--- src/rtl/sps_regs.vh ---
// Purpose: constants for the polled status and receive lane block
// Assumes: 50 MHz ref_clk, four ports, 33-bit receive word
// Notes: no software-visible registers
`ifndef SPS_REGS_VH
`define SPS_REGS_VH
`define SPS_NPORT       4
`define SPS_LVL_W       14
`define SPS_WORD_W      33
`define SPS_DATA_W      32
`define SPS_LANE_W      8
`define SPS_FIFO_DEPTH  32
`define SPS_FIFO_AW     5
`define SPS_ADDR_BIT    32
`define SPS_STAT_RST    1'b1
`endif

--- src/rtl/sps_fifo.v ---
// Purpose: small synchronous FIFO with valid/ready both sides
// Assumes: single clock, registered read data
// Notes: first-word-fall-through via output register
`timescale 1ns/1ps
module sps_fifo #(
  parameter W = 33,
  parameter D = 32,
  parameter AW = 5
) (
  // clock and reset
  input  wire          ref_clk,
  input  wire          rst_n,
  // fill side
  input  wire          in_valid,
  output wire          in_ready,
  input  wire [W-1:0]  in_data,
  // drain side
  output wire          out_valid,
  input  wire          out_ready,
  output reg  [W-1:0]  out_data
);
  reg [W-1:0]  mem [0:D-1];
  reg [AW:0]   wr_ptr_r;
  reg [AW:0]   rd_ptr_r;
  reg          out_vld_r;
  wire         empty;
  wire         full;
  wire         pop;
  wire         push;

  assign empty     = (wr_ptr_r == rd_ptr_r);
  assign full      = (wr_ptr_r[AW-1:0] == rd_ptr_r[AW-1:0]) && (wr_ptr_r[AW] != rd_ptr_r[AW]);
  assign in_ready  = ~full;
  assign push      = in_valid & ~full;
  assign out_valid = out_vld_r;
  // load output register when it is empty or being taken
  assign pop       = ~empty & (~out_vld_r | out_ready);

  always @(posedge ref_clk)
  begin
    if (push)
      mem[wr_ptr_r[AW-1:0]] <= in_data;
  end

  always @(posedge ref_clk or negedge rst_n)
  begin
    if (!rst_n)
    begin
      wr_ptr_r  <= {(AW+1){1'b0}};
      rd_ptr_r  <= {(AW+1){1'b0}};
      out_vld_r <= 1'b0;
      out_data  <= {W{1'b0}};
    end
    else
    begin
      if (push)
        wr_ptr_r <= wr_ptr_r + 1'b1;
      if (pop)
      begin
        out_data <= mem[rd_ptr_r[AW-1:0]];
        rd_ptr_r <= rd_ptr_r + 1'b1;
        out_vld_r <= 1'b1;
      end
      else if (out_ready)
        out_vld_r <= 1'b0;
    end
  end
endmodule

--- src/rtl/sps_top.v ---
// Purpose: polled transmit status and receive byte lane mapping
// Assumes: tfclk and rfclk sampled by ref_clk, both well below 25 MHz in the bench
// Notes: watermarks and fill levels come from neighbouring logic on ref_clk
`timescale 1ns/1ps
`include "sps_regs.vh"
module sps_top (
  // clock and reset
  input  wire                                  ref_clk,
  input  wire                                  rst_n,
  // transmit interface pins
  input  wire                                  tfclk,
  input  wire [1:0]                            poll_addr,
  output reg                                   poll_status,
  // transmit fifo levels and watermarks, packed per port
  input  wire [`SPS_NPORT*`SPS_LVL_W-1:0]      tx_fill_lvl,
  input  wire [`SPS_NPORT*`SPS_LVL_W-1:0]      tx_high_wm,
  input  wire [`SPS_NPORT*`SPS_LVL_W-1:0]      tx_low_wm,
  // mode select
  input  wire                                  single_port_lane_mode,
  // receive source: bit 32 marks an in-band address word
  input  wire                                  rx_in_valid,
  output wire                                  rx_in_ready,
  input  wire [`SPS_WORD_W-1:0]                rx_in_word,
  // receive interface pins
  input  wire                                  rfclk,
  output reg  [`SPS_DATA_W-1:0]                rx_data,
  output reg                                   rx_is_addr,
  output reg  [`SPS_NPORT*`SPS_LANE_W-1:0]     rx_lane_data
);
  // pin synchronisers
  reg  [1:0]  tfclk_s_r;
  reg  [1:0]  rfclk_s_r;
  reg  [1:0]  addr_s1_r;
  reg  [1:0]  addr_s2_r;
  reg         tfclk_d_r;
  reg         rfclk_d_r;
  reg  [1:0]  sel_port_r;
  reg  [`SPS_NPORT-1:0] stat_r;
  wire        tf_rise;
  wire        rf_rise;
  wire        fifo_vld;
  wire [`SPS_WORD_W-1:0] fifo_dat;

  always @(posedge ref_clk or negedge rst_n)
  begin
    if (!rst_n)
    begin
      tfclk_s_r <= 2'h0;
      rfclk_s_r <= 2'h0;
      addr_s1_r <= 2'h0;
      addr_s2_r <= 2'h0;
      tfclk_d_r <= 1'b0;
      rfclk_d_r <= 1'b0;
    end
    else
    begin
      tfclk_s_r <= {tfclk_s_r[0], tfclk};
      rfclk_s_r <= {rfclk_s_r[0], rfclk};
      addr_s1_r <= poll_addr;
      addr_s2_r <= addr_s1_r;
      tfclk_d_r <= tfclk_s_r[1];
      rfclk_d_r <= rfclk_s_r[1];
    end
  end

  assign tf_rise = tfclk_s_r[1] & ~tfclk_d_r;
  assign rf_rise = rfclk_s_r[1] & ~rfclk_d_r;

  // per-port watermark hysteresis
  genvar g;
  generate
    for (g = 0; g < `SPS_NPORT; g = g + 1)
    begin : g_port
      wire [`SPS_LVL_W-1:0] lvl = tx_fill_lvl[g*`SPS_LVL_W +: `SPS_LVL_W];
      wire [`SPS_LVL_W-1:0] hwm = tx_high_wm[g*`SPS_LVL_W +: `SPS_LVL_W];
      wire [`SPS_LVL_W-1:0] lwm = tx_low_wm[g*`SPS_LVL_W +: `SPS_LVL_W];
      always @(posedge ref_clk or negedge rst_n)
      begin
        if (!rst_n)
          stat_r[g] <= `SPS_STAT_RST;
        else if (stat_r[g] && lvl >= hwm)
          stat_r[g] <= 1'b0;
        else if (!stat_r[g] && lvl < lwm)
          stat_r[g] <= 1'b1;
      end
    end
  endgenerate

  // polled status, updated only on tfclk rising edges
  always @(posedge ref_clk or negedge rst_n)
  begin
    if (!rst_n)
    begin
      sel_port_r  <= 2'h0;
      poll_status <= `SPS_STAT_RST;
    end
    else if (tf_rise)
    begin
      sel_port_r  <= addr_s2_r;
      poll_status <= stat_r[sel_port_r];
    end
  end

  // receive buffering
  sps_fifo #(
    .W  (`SPS_WORD_W),
    .D  (`SPS_FIFO_DEPTH),
    .AW (`SPS_FIFO_AW)
  ) u_fifo (
    .ref_clk   (ref_clk),
    .rst_n     (rst_n),
    .in_valid  (rx_in_valid),
    .in_ready  (rx_in_ready),
    .in_data   (rx_in_word),
    .out_valid (fifo_vld),
    .out_ready (rf_rise),
    .out_data  (fifo_dat)
  );

  // receive outputs
  always @(posedge ref_clk or negedge rst_n)
  begin
    if (!rst_n)
    begin
      rx_data      <= 32'h0;
      rx_is_addr   <= 1'b0;
      rx_lane_data <= 32'h0;
    end
    // outputs move on rfclk rising edge
    else if (rf_rise && fifo_vld)
    begin
      rx_is_addr <= fifo_dat[`SPS_ADDR_BIT];
      if (single_port_lane_mode)
      begin
        rx_data      <= 32'h0;
        rx_lane_data <= fifo_dat[`SPS_DATA_W-1:0];
      end
      else
      begin
        rx_data      <= fifo_dat[`SPS_DATA_W-1:0];
        rx_lane_data <= 32'h0;
      end
    end
  end
endmodule
--- config.mk ---
export PLATFORM = sky130hd
export DESIGN_NAME = sps_top
export DESIGN_NICKNAME = d
export VERILOG_FILES = /design/src/rtl/sps_fifo.v /design/src/rtl/sps_top.v
export VERILOG_INCLUDE_DIRS = /design/src /design/src/rtl
export SDC_FILE = /design/constraint.sdc
export NUM_CORES = 1
export LEC_CHECK = 0
export ABC_AREA = 1
export BUFFER_PORTS_ARGS = -buffer_cell sky130_fd_sc_hd__clkbuf_2
export CAP_MARGIN = 20
export CORE_ASPECT_RATIO = 1.1
export CORE_MARGIN = 2
export CORE_UTILIZATION = 59
export CTS_CLUSTER_DIAMETER = 100
export DETAILED_ROUTE_END_ITERATION = 8
export PLACE_DENSITY = 0.78
export SLEW_MARGIN = 20
export SYNTH_ARGS = -nofsm -noshare
export SYNTH_HDL_FRONTEND = slang
export SYNTH_SLANG_ARGS = --single-unit
--- constraint.sdc ---
create_clock -name ref_clk -period 3.3 [get_ports ref_clk]
set_input_delay 0.495 -clock ref_clk [delete_from_list [all_inputs] [get_ports ref_clk]]
set_output_delay 0.495 -clock ref_clk [all_outputs]
set_load 0.1 [all_outputs]
# After elaboration in Yosys (flattened, before gate mapping)
# Memories as Yosys holds them, arrays and structs flattened. A register that Yosys moved wholly into a read port is not among the register bits.
# Index checks and enable logic that the tools add are counted.
word_totals:
  register_bits: 95
  ramBits: 1056
  output_inout_bits: 67
  n_memories: 1
op_classes:
  n_addsub: 2
  order_cmp: 9
  eq_ne: 3
  mux: 16
  bitwise_logic: 10
  n_reduce_logical: 20
memory_table:
  columns: ["memory", "words", "word_bits", "read_ports", "rd_clocked_by_memory_dff", "write_ports", "line_no", "text"]
  rows:
  - ["u_fifo.mem", 32, 33, 1, 1, 1, "sps_fifo.v:22", "reg [W-1:0] mem [0:D-1];"]
op_table:
  columns: ["operator", "n"]
  rows:
  - ["32-bit two-way mux", 2]
  - ["14-bit greater-or-equal comparator", 4]
  - ["14-bit less-than comparator", 4]
  - ["1-bit two-way mux", 13]
  - ["6-bit by 1-bit adder with 6-bit output, second input constant", 2]
  - ["1-bit logical AND", 10]
  - ["2-bit nonzero test", 5]
  - ["6-bit == test", 1]
  - ["5-bit == test", 1]
  - ["1-bit zero test", 5]
  - ["1-bit inverter", 5]
  - ["1-bit bitwise AND", 4]
  - ["2-bit by 3-bit less-than comparator with 1-bit output, second input constant", 1]
  - ["1-bit binary-select mux with 2-bit select", 1]
  - ["1-bit inequality test", 1]
  - ["1-bit OR", 1]

# Longest topological paths before layout
logic_depth:
  depth_word: 6
  depth_mapped: 13
  depth_no_buf: 10

# Cells and area by module
# From an unflattened synthesis, not the netlist that was laid out.
unflattened:
  hier_cells: 5024
  hier_area_um2: 51917.3
by_module_without_submodules:
  columns: ["mod", "n_inst", "cells_each", "area_each_um2", "seq_area_each_um2"]
  rows:
  - ["sps_fifo", 1, 4164, 45496.1, 32861.5]
  - ["sps_top", 1, 860, 6421.2, 2058.2]

# Worst setup path before layout
# No wires, ideal clock.
synth_timing:
  kind: "register -> register"
  start: "register u_fifo.rd_ptr_r[0]"
  end: "memory u_fifo.mem[10][0], enable pin"
  setup_time_ns: 0.423
  arrival_ns: 3.067
  slack_ns: -0.190
  path_stages_with_launch: 13
  path_buffers: 3
  period_less_slack_ns: 3.490
  cell_sequence: "dfrtp_1 buf_2 inv_2 nand2_1 nand2_1 a21oi_1 nand2_1 nor2_1 nand2_2 nand2_2 buf_6 buf_6 nor2_1"
synth_via:
  elab_chain_len: 6
synth_rtl:
  columns: ["item", "line_no", "text"]
  rows:
  - ["start, declared", "sps_fifo.v:24", "reg [AW:0] rd_ptr_r;"]
  - ["start signal, assigned", "sps_fifo.v:50", "rd_ptr_r <= {(AW+1){1'b0}};"]
  - ["start signal, assigned", "sps_fifo.v:61", "rd_ptr_r <= rd_ptr_r + 1'b1;"]
  - ["5-bit == test", "sps_fifo.v:32", "assign full = (wr_ptr_r[AW-1:0] == rd_ptr_r[AW-1:0]) && (wr_ptr_r[AW] != rd_ptr_r[AW]);"]
  - ["1-bit logical AND", "sps_fifo.v:32", null]
  - ["1-bit inverter", null, null]
  - ["via rx_in_ready", "sps_top.v:22", "output wire rx_in_ready,"]
  - ["1-bit bitwise AND", "sps_fifo.v:34", "assign push = in_valid & ~full;"]
  - ["1-bit two-way mux", "sps_fifo.v:41", "if (push)"]
  - ["1-bit two-way mux (not written as such)", "sps_fifo.v:42", "mem[wr_ptr_r[AW-1:0]] <= in_data;"]
  - ["end, declared", "sps_fifo.v:22", null]
# The timed path passes the listed nets, and every way through them passes these cells.

# Final worst setup path
layout_timing:
  start: "register u_fifo.wr_ptr_r[0]"
  end: "output port rx_in_ready"
layout_via:
  elab_chain_len: 3
layout_rtl:
  columns: ["item", "line_no", "text"]
  rows:
  - ["start, declared", "sps_fifo.v:23", "reg [AW:0] wr_ptr_r;"]
  - ["start signal, assigned", "sps_fifo.v:49", "wr_ptr_r <= {(AW+1){1'b0}};"]
  - ["start signal, assigned", "sps_fifo.v:57", "wr_ptr_r <= wr_ptr_r + 1'b1;"]
  - ["5-bit == test", "sps_fifo.v:32", null]
  - ["1-bit logical AND", "sps_fifo.v:32", null]
  - ["1-bit inverter", "sps_fifo.v:33", "assign in_ready = ~full;"]
  - ["end, declared", "sps_top.v:22", null]
# Every way passes these cells.

==> Flow_metrics.wiki <==
{| class="wikitable"
! Metric !! Value
|-
| Layout Skew || 0.03445 ns
|-
| Die boundary height || 315.6 um
|-
| Share of synthesized cell area in and, or, nand and nor gates || 20.90%
|-
| Synthesized-area fraction occupied by adder cells || 2.716%
|-
| Share of total power in sequential cells || 37.9%
|-
| Static leakage || 25.03 nW
|-
| Dominant combinational cell family by area after synthesis || simple AND/OR/NAND/NOR gates
|-
| Leading cell types by total area after synthesis || edfxtp_1, nand2_1, nand3_1
|-
| Count of distinct cell types in the synthesized netlist || 32
|-
| Highest routing layer actually used || met5
|-
| Final total negative setup slack || 0 ns
|-
| Maximum clock frequency || 0.3556 GHz
|-
| Total global routing overflow || 0
|-
| Top post-synthesis cells by count || nand2_1, edfxtp_1, nand3_1
|-
| Combinational cell fraction of total power || 35.1%
|-
| Clock slew at reported path FFs || 0.07 ns
|-
| Power density over cell area || 832.5 nW/um^2
|-
| Drt first pass iters || 6
|-
| TritonCTS buffer count || 114
|-
| Io pins || 276
|-
| Area delta synth->final || 13.03%
|-
| Shortest clock period the worst path allows after layout || 2.812 ns
|-
| Post-CTS setup buffer count || 0
|-
| Area share of the largest cell type after synthesis || 60.91%
|-
| Via total after detailed routing || 37750
|-
| Result of the run || finished clean
|-
| Synth Warn # || 0
|-
| Type of the setup path with the least slack || flip-flop to output port
|-
| Share of synthesized area occupied by flip-flops and latches || 67.07%
|-
| Worst slew margin relative to its limit || 17.94%
|-
| Crit Path Max Fanout || 7
|-
| # setup viols final || 0
|-
| Routed met2 length || 67180 um
|-
| FF-to-FF setup slack || 0.62 ns
|-
| Number of buffers between clock root and the deepest sink || 3
|-
| Portion of netlist area occupied by mux cells || 0.06489%
|-
| Post-layout worst setup margin || 0.4875 ns
|-
| Core area || 87720 sq um
|-
| Combined global-route utilization of all metal layers || 31.35%
|-
| Placer's final routability congestion estimate || 0.8676
|-
| Cell with the most instances after synthesis || nand2_1
|-
| Async S/R FF share, synth || 10.81%
|-
| Count of flip-flops with a built-in enable after synthesis || 1056
|-
| DIE AREA || 90640 sq um
|-
| DIE WIDTH || 287.2 um
|-
| Global-route wire length before repair || 212000 um
|-
| Crit share post-route || 85.23%
|-
| Internal Pwr Total || 29.52 mW
|-
| Library cell used as clock root buffer || clkbuf_16
|-
| Detailed-route wire length || 142800 um
|-
| Crit path launch type || flip-flop
|-
| Met3 Routed Length || 16550 um
|-
| Number of global-route vias before repair || 35730
|-
| Mean instance size in the synthesized netlist || 10.29 sq um
|-
| M1 WL || 52120 um
|-
| Quantity of I/O buffers inserted on ports || 275
|-
| H-tree depth reported by CTS || 3
|-
| Number of pins with negative max-slew slack in the final report || 0
|-
| Critical Path End Type || output port
|-
| Antenna-violating nets left || 0
|-
| Clock latency of the later-clocked register in the worst-skew pair || 0.71 ns
|-
| Number of storage elements in the synthesis netlist || 1184
|-
| Routed via count divided by cell count || 5.759
|-
| Count of unresolved DRC violations after routing || 0
|-
| Most area-hungry cell type in the Yosys netlist || edfxtp_1
|-
| Most used DFF post-synth || edfxtp_1
|-
| VDD IR max || 1.534 mV
|-
| Switching part of the total power || 39.75%
|-
| Synthesized cell area || 52060 sq um
|-
| Sink Count || 1184
|-
| Post-placement setup slack || 0.7280 ns
|-
| Share of cells above drive strength 1 || 11.05%
|-
| Antenna violations before repair || 7
|-
| CTS tree || built
|-
| Measured slew at the worst slew-check pin || 1.231 ns
|-
| RSZ-0062 raised after global routing || false
|-
| Worst min-delay path category || input pin to flip-flop
|-
| Critical path arrival || 2.32 ns
|-
| Hold Fails Final Rpt || 0
|-
| Xor and xnor area share after synthesis || 0.1850%
|-
| First DRT Iteration DRCs || 4759
|-
| Gate count of the mapped netlist || 5061
|-
| Net Count, Synth || 5383
|-
| Total number of placement rows || 114
|-
| Net switching component of the power || 19.47 mW
|-
| Clock Power Share || 27.0%
|-
| Reported max-cap violation count || 0
|-
| Effective utilization at floorplan || 59.35%
|-
| Required time at the worst-slack endpoint || 2.80 ns
|-
| Compound-gate portion of the synthesized area || 2.579%
|-
| Detailed placement HPWL || 80730 um
|-
| Pin count of the biggest net entering global routing || 223
|-
| Post-detailed-route wirelength per cell || 21.79 um
|-
| NumNets Final || 5614
|}
==> layer usage <==
metal / global-route usage (%) / up-vias
met5: 0 / -
met4: 15.18 / 12
li1: - / 17140
met2: 50.45 / 2366
met3: 6.789 / 413
met1: 40.82 / 17810
==> sequential cells by signal, summed over array words and instances (netlist names), 4 cells and up <==
name and flops:
stat_r 4, rx_lane_data 32, u_fifo.wr_ptr_r 6, u_fifo.out_data 33
u_fifo.rd_ptr_r 6, rx_data 32, u_fifo.mem 1056
==> placed cells by master, fill, tap and decap left out, drive strengths merged <==
cell and n:
nand2 1718, edfxtp 1056, nand3 650, inv 576, clkbuf 424, nor2 262
o21ai 127, dfrtp 123, a21oi 116, ha 113, buf 96, clkinv 44
nor3 13, bufinv 13, xor2 10, nand4 10, o21bai 7, dlygate4sd3 5
dfstp 5, nor3b 4, o21a 4, a21boi 4, clkinvlp 4, mux2 3
nor4 2, diode 1, or2 1, o211ai 1, a31oi 1, xnor2 1
==> critical path, cell delays in order, from the launching register on <==
cell and delay (ns):
dfrtp_1 0.46, inv_1 0.14, nand2_1 0.09, nand2_1 0.06, a21oi_1 0.18, nand2_1 0.08, nor2_1 0.13, nand2_2 0.09
buf_4 0.21, buf_12 0.18
==> power by group through the flow <==
stage                     Combinational, mW  Clock [mW]  Sequential (mW)
after floorplan                        9.68           0             20.8
after global placement                 16.5           0             18.8
after detailed placement               16.8           0             18.9
after CTS                              16.9        13.3             18.6
after global routing                   18.6        13.9             18.7
final                                  17.2        13.2             18.6
==> worst paths after layout <==
| check | from | endpoint | depth (start not counted) |
|---|---|---|---|
| min in group asynchronous | rst_n | u_fifo.out_data[29]$_DFFE_PN0P_ | 2 |
| worst max register to register | u_fifo.rd_ptr_r[0]$_DFFE_PN0P_ | u_fifo.out_data[32]$_DFFE_PN0P_ | 10 |
| worst min register to register | addr_s1_r[0]$_DFF_PN0_ | addr_s2_r[0]$_DFF_PN0_ | 0 |
| max in group asynchronous | rst_n | stat_r[1]$_DFFE_PN1P_ | 3 |
| worst max-delay path | u_fifo.wr_ptr_r[0]$_DFFE_PN0P_ | rx_in_ready | 9 |
| worst min-delay path | rx_in_valid | u_fifo.wr_ptr_r[2]$_DFFE_PN0P_ | 3 |
==> per-stage QoR <==
| step | std cells | hold slack, ns | cell area [sq um] | power, mW | util [%] |
|---|---|---|---|---|---|
| after detailed placement | 6331 | 0.3356 | 54990 | 35.64 | 62.69 |
| after global placement | 6331 | 0.3358 | 54990 | 35.30 | 62.69 |
| after floorplan | 5061 | 0.1994 | 52060 | 30.50 | - |
| after CTS | 6553 | 0.1396 | 58850 | 48.82 | 67.08 |
| after global routing | 6554 | 0.1782 | 58850 | 51.11 | 67.08 |
| final | 6554 | 0.1727 | 58850 | 48.99 | 67.08 |
==> logic make-up after synthesis <==
logic type               after synthesis
buffers and inverters                830
AND/OR/NAND/NOR                     2660
XOR/XNOR                              11
AO/OA/AOI/OAI                        260
adder cells (fa/ha/maj)              113
multiplexers                           3
flip-flops                          1184
==> repair_timing <==
action                    CTS  global route
hold endpoints to repair   67             0
gates resized for setup     0             0
hold buffers                5             0
==> final cells by class <==
| cell class | count | area, sq um |
|---|---|---|
| multi-input combinational | 3047 | 14030 |
| fill | 6175 | 28870 |
| inverter | 571 | 2158 |
| antenna | 1 | 2.502 |
| timing repair buffer | 374 | 2466 |
| tap | 1160 | 1451 |
| sequential | 1184 | 34930 |
| clock inverter | 66 | 691.9 |
| clock buffer | 151 | 3114 |
(Power assumes the default switching activity.)
